[config.mk]
export PLATFORM = sky130hd
export DESIGN_NAME = alr_regs
export DESIGN_NICKNAME = d
export VERILOG_FILES = /design/src/hw/alr_pkg.sv /design/src/hw/alr_regs.sv /design/src/hw/alr_route.sv
export SDC_FILE = /design/constraint.sdc
export NUM_CORES = 1
export LEC_CHECK = 0
export BUFFER_PORTS_ARGS = -buffer_cell sky130_fd_sc_hd__buf_2
export CAP_MARGIN = 40
export CORE_MARGIN = 5
export CORE_UTILIZATION = 47
export DETAILED_ROUTE_END_ITERATION = 8
export GPL_TIMING_DRIVEN = 0
export PLACE_DENSITY = 0.8
export RECOVER_POWER = 50
export SLEW_MARGIN = 10
export SYNTH_ARGS = -nofsm -noshare
export SYNTH_HDL_FRONTEND = slang
export SYNTH_HIERARCHICAL = 1
export SYNTH_SLANG_ARGS = --single-unit
[constraint.sdc]
create_clock -name hclk -period 2.1 [get_ports hclk]
set_input_delay 0.42 -clock hclk [delete_from_list [all_inputs] [get_ports hclk]]
set_output_delay 0.42 -clock hclk [all_outputs]
set_load 0.02 [all_outputs]
[src/hw/alr_pkg.sv]
/*
  Constants and types for the active line length register bank.
  Assumes a 32-bit AHB-Lite bus with one aligned word per register.
*/
package alr_pkg;

  // Register indices; byte address is four times the index
  localparam logic [7:0] ALR_IDX_A_LO     = 8'h20;
  localparam logic [7:0] ALR_IDX_A_HI     = 8'h21;
  localparam logic [7:0] ALR_IDX_B_LO     = 8'h22;
  localparam logic [7:0] ALR_IDX_B_HI     = 8'h23;
  localparam logic [7:0] ALR_IDX_V_LO     = 8'h24;
  localparam logic [7:0] ALR_IDX_V_HI     = 8'h25;
  localparam logic [7:0] ALR_IDX_ARRANGE  = 8'h30;
  localparam logic [7:0] ALR_IDX_STATUS   = 8'h31;
  localparam logic [7:0] ALR_IDX_TOTAL_LO = 8'h32;
  localparam logic [7:0] ALR_IDX_TOTAL_HI = 8'h33;

  // Field layout
  localparam int         ALR_LEN_W        = 12;
  localparam int         ALR_TOT_W        = 13;
  localparam logic [7:0] ALR_HI_MASK      = 8'h0F;
  localparam int         ALR_ARR_MODE_LSB = 0;
  localparam int         ALR_ARR_LINK_BIT = 2;
  localparam logic [7:0] ALR_ARR_MASK     = 8'h07;
  localparam int         ALR_STAT_UPD_BIT = 0;

  // Reset values
  localparam logic [7:0] ALR_RST_BYTE     = 8'h00;
  localparam logic [7:0] ALR_RST_ARRANGE  = 8'h00;
  localparam logic [7:0] ALR_RST_INDEX    = 8'h00;

  // Bus encodings
  localparam logic [1:0] ALR_HTRANS_NONSEQ = 2'h2;
  localparam logic [1:0] ALR_HTRANS_SEQ    = 2'h3;
  localparam logic       ALR_HRESP_OKAY    = 1'h0;

  typedef enum logic [1:0] {
    ALR_SINGLE,
    ALR_ODD_EVEN,
    ALR_LEFT_RIGHT,
    ALR_TWO_STREAM
  } alr_mode_t;

  typedef struct packed {
    logic                 wr_pend;
    logic                 rd_pend;
    logic [7:0]           idx;
    logic [7:0]           a_lo;
    logic [3:0]           a_hi;
    logic [7:0]           b_lo;
    logic [3:0]           b_hi;
    logic [7:0]           v_lo;
    logic [3:0]           v_hi;
    alr_mode_t            mode;
    logic                 single_link;
    logic                 updated;
    logic [ALR_LEN_W-1:0] in_a_len;
    logic [ALR_LEN_W-1:0] in_b_len;
    logic [ALR_LEN_W-1:0] out_a_len;
    logic [ALR_LEN_W-1:0] out_b_len;
    logic                 out_b_on;
    logic [ALR_TOT_W-1:0] total_len;
    logic [ALR_LEN_W-1:0] vert_size;
  } alr_state_t;

endpackage : alr_pkg

[src/hw/alr_regs.sv]
/*
  Active line length and test pattern vertical size register bank,
  an AHB-Lite slave with zero wait states.
  Assumes a single master, whole-word single transfers, and that hclk
  drives all bus signals so no input synchronisers are needed.
*/
`timescale 1ns/1ps
`default_nettype none
// Summary of operation
// RULE1 - Status update flag clears on write of one; no write-only locations exist.
// RULE2 - Single input: channel A length sets pixels per line; high nibble bits 3:0.
// RULE3 - Odd/even: channel A counts odd pixels, to output A or both outputs.
// RULE4 - Left/right: channel A counts left-half pixels sent to output A.
// RULE5 - Two streams: channel A gives pixels per line of stream A.
// RULE6 - Software programs channel A length net of the first-half trim.
// RULE7 - Single input: channel B length is ignored entirely.
// RULE8 - Odd/even: channel B counts even pixels arriving on input B.
// RULE9 - Left/right: channel B counts right-half pixels sent to output B.
// RULE10 - Two streams: channel B gives pixels per line of stream B.
// RULE11 - Channel B length: low byte bits 7:0, next register bits 3:0.
// RULE12 - Software programs channel B length net of the second-half trim.
// RULE13 - Pattern generator vertical size is 12 bits, low byte then nibble.
// RULE14 - Channel A low byte sits in the register just before its high nibble.
// RULE15 - All lengths reset to zero; unused high bits read zero, ignore writes.
module alr_regs
  import alr_pkg::*;
(
  input  wire logic                 hclk,
  input  wire logic                 hresetn,
  input  wire logic                 hsel,
  input  wire logic [31:0]          haddr,
  input  wire logic [1:0]           htrans,
  input  wire logic                 hwrite,
  input  wire logic [2:0]           hsize,
  input  wire logic                 hready,
  input  wire logic [31:0]          hwdata,
  output logic      [31:0]          hrdata,
  output logic                      hreadyout,
  output logic                      hresp,
  output logic      [ALR_LEN_W-1:0] in_a_line_len,
  output logic      [ALR_LEN_W-1:0] in_b_line_len,
  output logic      [ALR_LEN_W-1:0] out_a_line_len,
  output logic      [ALR_LEN_W-1:0] out_b_line_len,
  output logic                      out_b_enable,
  output logic      [ALR_TOT_W-1:0] total_line_len,
  output logic      [ALR_LEN_W-1:0] pattern_vert_size,
  output alr_mode_t                 arrangement,
  output logic                      single_link
);

  alr_state_t           st_r;
  alr_state_t           st_nxt;
  logic                 addr_valid;
  logic [7:0]           addr_idx;
  logic [7:0]           wbyte;
  logic                 wr_a_lo;
  logic                 wr_a_hi;
  logic                 wr_b_lo;
  logic                 wr_b_hi;
  logic                 wr_v_lo;
  logic                 wr_v_hi;
  logic                 wr_arr;
  logic                 wr_stat;
  logic                 len_written;
  logic [ALR_LEN_W-1:0] a_len;
  logic [ALR_LEN_W-1:0] b_len;
  logic [ALR_LEN_W-1:0] rt_in_a;
  logic [ALR_LEN_W-1:0] rt_in_b;
  logic [ALR_LEN_W-1:0] rt_out_a;
  logic [ALR_LEN_W-1:0] rt_out_b;
  logic                 rt_out_b_on;
  logic [ALR_TOT_W-1:0] rt_total;
  logic [7:0]           rd_byte;

  // Address phase qualification
  assign addr_valid = hsel & hready & htrans[1];
  assign addr_idx   = haddr[9:2];
  assign wbyte      = hwdata[7:0];

  // Data phase write strobes
  assign wr_a_lo = st_r.wr_pend & (st_r.idx == ALR_IDX_A_LO);
  assign wr_a_hi = st_r.wr_pend & (st_r.idx == ALR_IDX_A_HI);
  assign wr_b_lo = st_r.wr_pend & (st_r.idx == ALR_IDX_B_LO);
  assign wr_b_hi = st_r.wr_pend & (st_r.idx == ALR_IDX_B_HI);
  assign wr_v_lo = st_r.wr_pend & (st_r.idx == ALR_IDX_V_LO);
  assign wr_v_hi = st_r.wr_pend & (st_r.idx == ALR_IDX_V_HI);
  assign wr_arr  = st_r.wr_pend & (st_r.idx == ALR_IDX_ARRANGE);
  assign wr_stat = st_r.wr_pend & (st_r.idx == ALR_IDX_STATUS);

  assign len_written = wr_a_lo | wr_a_hi | wr_b_lo | wr_b_hi | wr_v_lo | wr_v_hi;

  // Twelve-bit quantities from low byte and high nibble
  assign a_len = {st_r.a_hi, st_r.a_lo}; // RULE14
  assign b_len = {st_r.b_hi, st_r.b_lo}; // RULE11

  alr_route u_route (
    .mode        (st_r.mode),
    .single_link (st_r.single_link),
    .a_len       (a_len),
    .b_len       (b_len),
    .in_a_len    (rt_in_a),
    .in_b_len    (rt_in_b),
    .out_a_len   (rt_out_a),
    .out_b_len   (rt_out_b),
    .out_b_on    (rt_out_b_on),
    .total_len   (rt_total)
  );

  always_comb begin
    st_nxt = st_r;

    // Capture address phase
    st_nxt.wr_pend = addr_valid & hwrite;
    st_nxt.rd_pend = addr_valid & ~hwrite;
    if (addr_valid) begin
      st_nxt.idx = addr_idx;
    end

    // Register writes
    if (wr_a_lo) begin
      st_nxt.a_lo = wbyte; // RULE14
    end
    if (wr_a_hi) begin
      st_nxt.a_hi = wbyte[3:0]; // RULE2
    end
    if (wr_b_lo) begin
      st_nxt.b_lo = wbyte; // RULE11
    end
    if (wr_b_hi) begin
      st_nxt.b_hi = wbyte[3:0]; // RULE11
    end
    if (wr_v_lo) begin
      st_nxt.v_lo = wbyte; // RULE13
    end
    if (wr_v_hi) begin
      st_nxt.v_hi = wbyte[3:0]; // RULE13
    end
    if (wr_arr) begin
      st_nxt.mode        = alr_mode_t'(wbyte[ALR_ARR_MODE_LSB +: 2]);
      st_nxt.single_link = wbyte[ALR_ARR_LINK_BIT];
    end

    // Update flag: a new length write wins over a clear
    if (len_written) begin
      st_nxt.updated = 1'b1; // RULE1
    end else if (wr_stat && wbyte[ALR_STAT_UPD_BIT]) begin
      st_nxt.updated = 1'b0; // RULE1
    end

    // Registered arrangement results
    st_nxt.in_a_len  = rt_in_a;
    st_nxt.in_b_len  = rt_in_b; // RULE7
    st_nxt.out_a_len = rt_out_a; // RULE3
    st_nxt.out_b_len = rt_out_b;
    st_nxt.out_b_on  = rt_out_b_on;
    st_nxt.total_len = rt_total;
    st_nxt.vert_size = {st_r.v_hi, st_r.v_lo}; // RULE13
  end

  always_ff @(posedge hclk or negedge hresetn) begin
    if (!hresetn) begin
      st_r.wr_pend     <= 1'b0;
      st_r.rd_pend     <= 1'b0;
      st_r.idx         <= ALR_RST_INDEX;
      st_r.a_lo        <= ALR_RST_BYTE; // RULE15
      st_r.a_hi        <= ALR_RST_BYTE[3:0]; // RULE15
      st_r.b_lo        <= ALR_RST_BYTE; // RULE15
      st_r.b_hi        <= ALR_RST_BYTE[3:0]; // RULE15
      st_r.v_lo        <= ALR_RST_BYTE; // RULE15
      st_r.v_hi        <= ALR_RST_BYTE[3:0]; // RULE15
      st_r.mode        <= alr_mode_t'(ALR_RST_ARRANGE[ALR_ARR_MODE_LSB +: 2]);
      st_r.single_link <= ALR_RST_ARRANGE[ALR_ARR_LINK_BIT];
      st_r.updated     <= 1'b0;
      st_r.in_a_len    <= '0;
      st_r.in_b_len    <= '0;
      st_r.out_a_len   <= '0;
      st_r.out_b_len   <= '0;
      st_r.out_b_on    <= 1'b0;
      st_r.total_len   <= '0;
      st_r.vert_size   <= '0;
    end else begin
      st_r <= st_nxt;
    end
  end

  // Read data mux; high nibbles pad with zero, unmapped reads zero
  always_comb begin
    rd_byte = 8'h00;
    unique case (st_r.idx)
      ALR_IDX_A_LO:     rd_byte = st_r.a_lo;
      ALR_IDX_A_HI:     rd_byte = {4'h0, st_r.a_hi} & ALR_HI_MASK; // RULE15
      ALR_IDX_B_LO:     rd_byte = st_r.b_lo;
      ALR_IDX_B_HI:     rd_byte = {4'h0, st_r.b_hi} & ALR_HI_MASK; // RULE15
      ALR_IDX_V_LO:     rd_byte = st_r.v_lo;
      ALR_IDX_V_HI:     rd_byte = {4'h0, st_r.v_hi} & ALR_HI_MASK; // RULE15
      ALR_IDX_ARRANGE:  rd_byte = {5'h00, st_r.single_link, st_r.mode} & ALR_ARR_MASK;
      ALR_IDX_STATUS:   rd_byte = {7'h00, st_r.updated};
      ALR_IDX_TOTAL_LO: rd_byte = st_r.total_len[7:0];
      ALR_IDX_TOTAL_HI: rd_byte = {3'h0, st_r.total_len[12:8]};
      default:          rd_byte = 8'h00;
    endcase
  end

  assign hrdata    = st_r.rd_pend ? {24'h000000, rd_byte} : 32'h00000000;
  assign hreadyout = 1'b1;
  assign hresp     = ALR_HRESP_OKAY;

  // Datapath outputs straight from state
  assign in_a_line_len     = st_r.in_a_len; // RULE2
  assign in_b_line_len     = st_r.in_b_len; // RULE8
  assign out_a_line_len    = st_r.out_a_len; // RULE4
  assign out_b_line_len    = st_r.out_b_len; // RULE9
  assign out_b_enable      = st_r.out_b_on;
  assign total_line_len    = st_r.total_len; // RULE5
  assign pattern_vert_size = st_r.vert_size; // RULE13
  assign arrangement       = st_r.mode;
  assign single_link       = st_r.single_link;

endmodule : alr_regs
`default_nettype wire

[src/hw/alr_route.sv]
/*
  Arrangement decoder: maps the two stored line lengths onto inputs
  and outputs. Purely combinational; the caller registers the results.
*/
`timescale 1ns/1ps
`default_nettype none
module alr_route
  import alr_pkg::*;
(
  input  wire alr_mode_t            mode,
  input  wire logic                 single_link,
  input  wire logic [ALR_LEN_W-1:0] a_len,
  input  wire logic [ALR_LEN_W-1:0] b_len,
  output logic      [ALR_LEN_W-1:0] in_a_len,
  output logic      [ALR_LEN_W-1:0] in_b_len,
  output logic      [ALR_LEN_W-1:0] out_a_len,
  output logic      [ALR_LEN_W-1:0] out_b_len,
  output logic                      out_b_on,
  output logic      [ALR_TOT_W-1:0] total_len
);

  logic [ALR_TOT_W-1:0] sum_ab;

  assign sum_ab = {1'b0, a_len} + {1'b0, b_len};

  always_comb begin
    in_a_len  = a_len;
    in_b_len  = '0;
    out_a_len = a_len;
    out_b_len = '0;
    out_b_on  = 1'b0;
    total_len = {1'b0, a_len};
    unique case (mode)
      ALR_SINGLE: begin
        in_b_len  = '0; // RULE7
        out_b_on  = ~single_link;
        out_b_len = single_link ? '0 : a_len; // RULE2
        total_len = {1'b0, a_len}; // RULE2
      end
      ALR_ODD_EVEN: begin
        in_b_len  = b_len; // RULE8
        out_b_on  = ~single_link;
        out_b_len = single_link ? '0 : a_len; // RULE3
        total_len = sum_ab;
      end
      ALR_LEFT_RIGHT: begin
        in_b_len  = b_len; // RULE9
        out_b_on  = 1'b1;
        out_b_len = b_len; // RULE9
        total_len = sum_ab; // RULE4
      end
      ALR_TWO_STREAM: begin
        in_b_len  = b_len; // RULE10
        out_b_on  = 1'b1;
        out_b_len = b_len; // RULE10
        total_len = {1'b0, a_len}; // RULE5
      end
    endcase
  end

endmodule : alr_route
`default_nettype wire

# After elaboration in Yosys (flattened, before gate mapping)
# Index checks and enable logic that the tools add are counted.
# word_totals
ff_bits	112
latchBits	0
ramBits	0
romBits	0
input_bits	74
output_inout_bits	111
word_cells	68
n_memories	0
# op_classes
addsub	1
mul	0
div	0
order_cmp	0
n_eq_ne	13
shifts	0
mux	9
n_bitwise	19
reduce_logical	8
# ops
op	n
$eq A8 B6 Y1 const B	10
$pmux W8 S10	1
$pmux W12 S2	2
$pmux W13 S2	1
$add A12 B12 Y13	1
$and A1 B1 Y1	12
$mux W12	1
$mux W8	1
$reduce_or A2 Y1	4
$or A1 B1 Y1	5
$eq A2 B2 Y1 const B	2
$reduce_or A3 Y1	1
$eq A2 B1 Y1 const B	1
$logic_not A2 Y1	1
$mux W1	2
$not A1 Y1	2
$pmux W1 S2	1
$reduce_bool A2 Y1	1
$logic_and A1 B1 Y1	1

# Depth between registers and ports, before layout
# Gate-level depths: netlist (run 1).
# logic_depth
ltp_word	8
ltp_mapped	7
depth_no_buf	6

# Modules after synthesis
# Netlist (run 1), hierarchy kept.
# by_module_without_submodules
module	instances	cells_per_inst	area_per_inst_um2	seq_area_each_um2
alr_regs	1	372	5093.6	3103.0
alr_route	1	171	1169.9	0.0

# Worst setup path after synthesis (run 1)
# OpenSTA, ideal clock, no wires.
# synth_path
path_type	register to output
startpoint	register st_r[118] (netlist name)
endpoint	output port hrdata[5]
t_arrival_ps	1766
required_ps	1680
path_slack_ps	-86
stages_incl_launch_ff	6
n_path_buf	1
path_cell_list	dfrtp_1 buf_6 or4b_4 nor4_1 a22oi_1 a21oi_1
# synth_via
elab_chain_cells	3
elab_cells_between_ends	12
classes_between	10 x eq/ne; 2 x mux
# synth_lines
item	line	text
from (decl)	alr_regs.sv:51	alr_state_t st_r;
from (signal assigned)	alr_regs.sv:182	st_r <= st_nxt;
$eq A8 B6 Y1	alr_regs.sv:189	unique case (st_r.idx)
$pmux W8 S10 *	alr_regs.sv:189	
$mux W8 *	alr_regs.sv:204	assign hrdata = st_r.rd_pend ? {24'h000000, rd_byte} : 32'h00000000;
to (decl)	alr_regs.sv:37	output logic [31:0] hrdata,
# Mark *: on every way between the ends. The rest lies on a longest branch, timed or not.

# Worst setup path in the final report (run 1)
# layout_path
startpoint	register st_r[121] (netlist name)
endpoint	output port hrdata[5]
# Same word-level chain as after synthesis.

==> results_dict.tcl, run 1 <==
set metrics [dict create \
    status "finished with violations" \
    violations "setup timing" \
    drive_gt1_frac 0.5450 \
    cts_max_level 4 \
    synthTopCellsByArea "dfrtp_1 (50%), buf_4 (15%), mux2_2 (11%)" \
    grt_max_degree 79 \
    synth_edf_count 0 \
    utilization 0.6229 \
    max_freq_ghz 0.3991 \
    coreArea_um2 13140 \
    swShare 0.2757 \
    ys_warn_count 6 \
    die_area_um2 15740 \
    clockPowerShare 0.407 \
    cts-root-buf "clkbuf_16" \
    tritoncts "done" \
    post-route-min-period_ns 2.506 \
    syn_to_final_growth_pct 30.64 \
    start_kind "flip-flop" \
    p_leak_uw 0.003941 \
    clock_latency_ns 0.42 \
    synth_cells 543 \
    initial_utilization 0.4768 \
    clock-skew-final_ns 0.009419 \
    internal_power_uw 5022 \
    max_cap_viol_count 0 \
    grtUsageTotal 0.1994 \
    p_per_area_nw_per_um2 847.3 \
    synth.distinct_cells 56 \
    setup_ws_ns -0.4057 \
    cts_sinks 124 \
    ys_seq_area_frac 0.4954 \
    n_fill_cell 983 \
    syn-cell-area_um2 6264 \
    cp_cell_sequence "or4b_4 -> nor4_4 -> a22oi_1 -> a21oi_2 -> buf_4" \
    wl_per_cell_um 17.71 \
    ios 185 \
    num_rows 42 \
    cts_buffers 17 \
    slew_viol_final 0 \
    crit_type "flip-flop to output pin" \
    grt-ovfl-total 0 \
    gp_congestion 0.9689 \
    worstMarginPinSlew_ns 1.161 \
    r2r_end "st_nxt[6]" \
    antennaDiodeCount 0 \
    drc_errors 0 \
    power.switching_uw 1911 \
    hold_path_end "st_r[122]" \
    synth_ff_type "dfrtp_1" \
    viasPerCell 5.157 \
    worstHoldStart "hwrite" \
    dp_hpwl_um 10640 \
    yosysTopAreaCell "dfrtp_1" \
    combPwrFrac 0.201 \
    critPathArrivalTime_ns 2.09 \
    slew_headroom 0.2262 \
    drt-total-wl_um 15920 \
    reg2reg_depth 6 \
    grt_pass1_vias 4803 \
    synth.most_common_cell "buf_4" \
    rsz0062_at_grt "true" \
    drtAntennaViolNets 0 \
    fp.dieW_um 125.4 \
    final-hold-violation-count 0 \
    numPortBuffers 106 \
    cp_max_fo 4 \
    antenna_found_initial 0 \
    grt_pass1_wl_um 24780 \
    period_share 1.193 \
    hold_path_depth 2 \
    r2r_slack_ns 0 \
    slowest_stage "or4b_4" \
    endpoint_kind "output pin" \
    drtIter0Drc 382 \
    cp_data_required_time_ns 1.68 \
    rr_startpoint "st_r[121]" \
    seqPwrFrac 0.392 \
    setup_viol 8 \
    clock_path_buffers 2 \
    synth_top_cell_area_share 0.4954 \
    dr.pass1.iters 5 \
    placed_cell_area_um2 7158 \
    die_h_um 125.4 \
    ir_drop_mv 0.3712 \
    cts.clk_slew.worst_paths_ns 0.05 \
    worst_path_largest_cell_delay_ns 0.59 \
    avgSynthCellArea_um2 11.54 \
    synth-async-reset-ratio 1.000 \
    via_count 4636 \
    fin_area_um2 8183 \
    hold_path_class "input port to flip-flop" \
    synth.top_cells.by_count "buf_4 (125), dfrtp_1 (124), mux2_2 (59)" \
    ys_seq_elements 124 \
    fin_nets 802 \
]
[worst max-delay path by stage]
| stage | start | to | cells after the start |
|---|---|---|---|
| floorplan | st_r[118] | hrdata[4] | 5 |
| global placement | hresetn | in_a_line_len[8] | 1 |
| detailed placement | st_r[117] | hrdata[1] | 5 |
| CTS | st_r[120] | hrdata[5] | 5 |
| global route | st_r[121] | hrdata[5] | 5 |
| finish | st_r[121] | hrdata[5] | 5 |
[routing by layer]
metal	up-vias	global-route usage	part of all wire
li1	2063	-	-
met1	2269	0.2425	0.38
met2	252	0.3342	0.50
met3	52	0.05928	0.086
met4	0	0.07781	0.029
met5	-	0	0
[final cells by class]
| class | instances | area (um2) | share of cell area |
|---|---|---|---|
| sequential | 124 | 3109 | 0.3800 |
| multi-input combinational | 297 | 2465 | 0.3012 |
| buffer | 138 | 1039 | 0.1269 |
| timing repair buffer | 128 | 759.5 | 0.09281 |
| clock buffer | 23 | 478.0 | 0.05841 |
| tap | 176 | 220.2 | 0.02691 |
| clock inverter | 7 | 90.09 | 0.01101 |
| inverter | 6 | 22.52 | 0.002752 |
[critical path, delay by kind of cell (launching register included)]
kind | cells | cell delay (ns)
AOI/OAI and AO/OA | 2 | 0.26
buffers and inverters | 1 | 0.15
DFF | 1 | 0.45
and+or+nand+nor | 2 | 0.79
[cell families after synthesis]
logic type / count (synthesis) / synth area share
buf+inv: 146 / 0.1640
flops: 124 / 0.4954
simple gates: 110 / 0.09708
compound gates: 71 / 0.07411
mux: 69 / 0.1280
fa+ha+maj: 16 / 0.03316
xor+xnor: 5 / 0.006993
other cells: 2 / 0.001199
[flip-flops by register name (all words and copies together) (netlist names), 12 cells and up]
signal and cells:
in_b_line_len 12, b_len 12, pattern_vert_size 12, a_len 12
total_line_len 13, out_a_line_len 12, in_a_line_len 12, out_b_line_len 12
st_nxt 12
[power groups by stage]
| stage | registers, uW | logic, uW | clock network, uW |
|---|---|---|---|
| CTS | 2710 | 1290 | 2850 |
| floorplan | 2670 | 865 | 0 |
| global placement | 2720 | 1120 | 0 |
| finish | 2720 | 1400 | 2820 |
| global route | 2730 | 1490 | 2970 |
| detailed placement | 2720 | 1160 | 0 |
[per-stage QoR]
step	cells	setup TNS (ns)	hold slack (ns)	total power, uW	setup slack, ns
6_report	899	-2.771	0.1743	6933	-0.4057
2_1_floorplan	567	0	0.1244	3534	0.01026
5_1_grt	899	-3.550	0.1658	7194	-0.4423
3_5_place_dp	850	-3.178	0.3802	3888	-0.3784
3_3_place_gp	849	-98.65	0.3922	3835	-0.7822
4_1_cts	893	-2.990	0.1530	6850	-0.4118
[layout by cell type, fill, tap and decap left out, types with 16 or more instances in the layout]
| master | n |
|---|---|
| dfrtp_1 | 119 |
| o21ai_0 | 16 |
| conb_1 | 26 |
| mux2_2 | 59 |
| buf_2 | 96 |
| clkbuf_16 | 18 |
| nand2_1 | 32 |
| clkbuf_4 | 23 |
| buf_4 | 123 |
[what timing repair did]
item	in CTS	in global routing
pin swaps	12	17
hold buffers	1	0
resized for setup	51	34
hold endpoints to repair	46	0
setup buffers	13	7
endpoints found under the setup margin	13	47
No activity file was read; power rests on OpenSTA's default activity.
==> run 2, diff against run 1 <==
- CORE_UTILIZATION: 47 -> 46
- GPL_ROUTABILITY_DRIVEN: not set -> 0
- PLACE_DENSITY: 0.8 -> 0.79
- SYNTH_HIERARCHICAL: 1 -> not set
==> run 2 against run 1 <==
Compared with the run above:
- the flow still finishes with violations (setup timing)
- first-iteration DRC count decreased by 36%
- total power decreased by 20%
- core utilization decreased by 2.0 points
- register-to-register slack got worse by 0.04 ns
- largest cell class unchanged
==> results_dict.tcl, run 2 <==
set metrics [dict create \
    status "finished with violations" \
    violations "setup timing" \
    max_cap_viol_count 0 \
    worst_path_largest_cell_delay_ns 0.43 \
    synth.area.mux_share 0.1319 \
    viasPerCell 5.085 \
    rr_startpoint "a_len[0]" \
    initial_utilization 0.4736 \
    coreArea_um2 12160 \
    via_count 4287 \
    period_share 1.232 \
    yosys.area_share.simple 0.1045 \
    setup_ws_ns -0.4880 \
    worstMarginPinSlew_ns 1.120 \
    syn_to_final_growth_pct 27.24 \
    synth-async-reset-ratio 1.000 \
    fin_area_um2 7328 \
    cp_max_fo 6 \
    ios 185 \
    dr.pass1.iters 5 \
    syn-cell-area_um2 5759 \
    critPathLaunch "st_r[118]" \
    synth_compound_area_frac 0.08082 \
    grt_pass1_vias 4423 \
    rsz0062_at_grt "true" \
    r2r_slack_ns -0.04 \
    synth_ff_type "dfrtp_1" \
    die_h_um 121.9 \
    hold_path_class "input port to flip-flop" \
    final-hold-violation-count 0 \
    synth.distinct_cells 52 \
    dp_hpwl_um 10180 \
    instances_no_fill 843 \
    synth_edf_count 0 \
    synth_fa_ha_area_frac 0.03606 \
    post_synth_xor_area_fraction 0.01065 \
    dpl.cell_count 806 \
    cp_num_buf_inv 2 \
    die_area_um2 14860 \
    grt-ovfl-total 0 \
    mostFrequentLayoutCell "buf_4" \
    grt_pass1_wl_um 22750 \
    synth_cells 507 \
    critPathArrivalTime_ns 2.17 \
    cts_sinks 112 \
    antennaDiodeCount 0 \
    cts.clk_slew.worst_paths_ns 0.07 \
    yosysTopAreaCell "dfrtp_1" \
    fp.dieW_um 121.9 \
    drive_gt1_frac 0.5304 \
    fin_nets 760 \
    grt_max_degree 70 \
    slew_headroom 0.2531 \
    clock-skew-final_ns 0.008073 \
    place_ws_ns -0.2771 \
    ys_seq_area_frac 0.4866 \
    clock_path_buffers 2 \
    antenna_found_initial 0 \
    slowest_stage "dfrtp_2" \
    path_depth 7 \
    start_kind "flip-flop" \
    endpoint_kind "output pin" \
    holdWs_ns 0.2365 \
    drtAntennaViolNets 0 \
    final_cell_mix "buf_4 (125), dfrtp_1 (110), buf_2 (98)" \
    reg2reg_depth 7 \
    synth.most_common_cell "dfrtp_1" \
    slew_viol_final 0 \
    crit_type "flip-flop to output pin" \
    tritoncts "done" \
    largest_register_ff_count 13 \
    post-route-min-period_ns 2.588 \
    cts-root-buf "clkbuf_16" \
    placed_cell_area_um2 6640 \
    cpMostUsedCell "buf_6" \
    num_rows 40 \
    ys_seq_elements 112 \
    numPortBuffers 106 \
    critPathTopFamily "simple AND/OR/NAND/NOR gates" \
    cp_data_required_time_ns 1.68 \
    setup_viol 9 \
    p_leak_uw 0.003578 \
    ir_drop_mv 0.4488 \
    cp_cell_sequence "nor4b_4 -> and2_4 -> buf_6 -> nand3_1 -> a32o_2 -> a21oi_4 -> buf_6" \
    synth_top_cell_area_share 0.4866 \
    synth.top_cells.by_count "dfrtp_1 (112), buf_4 (101), mux2_2 (60)" \
    cts_buffers 9 \
    power_uw 5540 \
    grtUsageTotal 0.1967 \
    max_freq_ghz 0.3864 \
    drt-total-wl_um 14310 \
    p_per_area_nw_per_um2 756.0 \
    cts_max_level 3 \
    synth_top_family_by_area "buffers and inverters" \
    ys_warn_count 0 \
    clock_latency_ns 0.36 \
    synthTopCellsByArea "dfrtp_1 (49%), buf_4 (13%), mux2_2 (12%)" \
    avgSynthCellArea_um2 11.36 \
    r2r_end "total_line_len[10]" \
    wl_per_cell_um 16.98 \
    drc_errors 0 \
    crit_end "hrdata[3]" \
    drtIter0Drc 246 \
]
## run 2: worst register-to-register path, cell delays in order, from the launching register on
cell and delay (ns):
dfrtp_2 0.43, ha_4 0.17, fa_2 0.36, a211oi_2 0.21
o21a_1 0.22, a21oi_2 0.08, or3_1 0.31, a31o_2 0.24
## run 2: final cells by class
type,count,area [um2]
Timing Repair Buffer,128,762.0
Tap cell,168,210.2
Clock inverter,5,62.56
Clock buffer,11,242.7
Buffer,117,849.6
Inverter,6,22.52
Multi-Input combinational cell,296,2374
Sequential cell,112,2805
Fill cell,1006,4833
## run 2: cells by family after synthesis
group | after synthesis
buf+inv | 123
flops | 112
simple gates | 106
compound gates | 74
mux | 67
fa+ha+maj | 16
xor+xnor | 7
other cells | 2
## run 2: worst min-delay path by stage
stage	from	endpoint	slack (ns)	cells after the start
floorplan	hresetn	a_len[0]	0.12	0
global placement	st_nxt[1]	pattern_vert_size[1]	0.39	0
detailed placement	hresetn	pattern_vert_size[9]	0.37	1
CTS	hwrite	st_r[122]	0.23	2
global route	hwrite	st_r[122]	0.25	2
finish	hwrite	st_r[122]	0.24	2
## run 2: report_power, final
group / switching, uW / total [uW] / internal (uW) / leakage, uW
Clock: 778 / 1750 / 969 / 0.000148
Combinational: 699 / 1300 / 601 / 0.00206
Sequential: 172 / 2490 / 2320 / 0.00137
Total: 1650 / 5540 / 3890 / 0.00358
## run 2: metal layers
metal,share of wire,track usage,vias to the layer above
met5,0,0,-
met4,0.040,0.09244,0
met3,0.071,0.04364,56
met2,0.50,0.3343,218
met1,0.39,0.2380,2068
li1,-,-,1945
## run 2: timing repair
item / CTS / global route
gates resized for setup: 44 / 20
setup buffers: 13 / 7
hold buffers: 1 / 0
endpoints found under the hold margin: 24 / 0
setup endpoints to repair: 11 / 20
pin swaps: 23 / 13
## run 2: through the flow
step,util,TNS [ns]
after floorplan,-,0
after global placement,0.5432,-60.08
after detailed placement,0.5460,-1.818
after CTS,0.5931,-3.340
after global routing,0.6026,-4.131
final,0.6026,-3.392
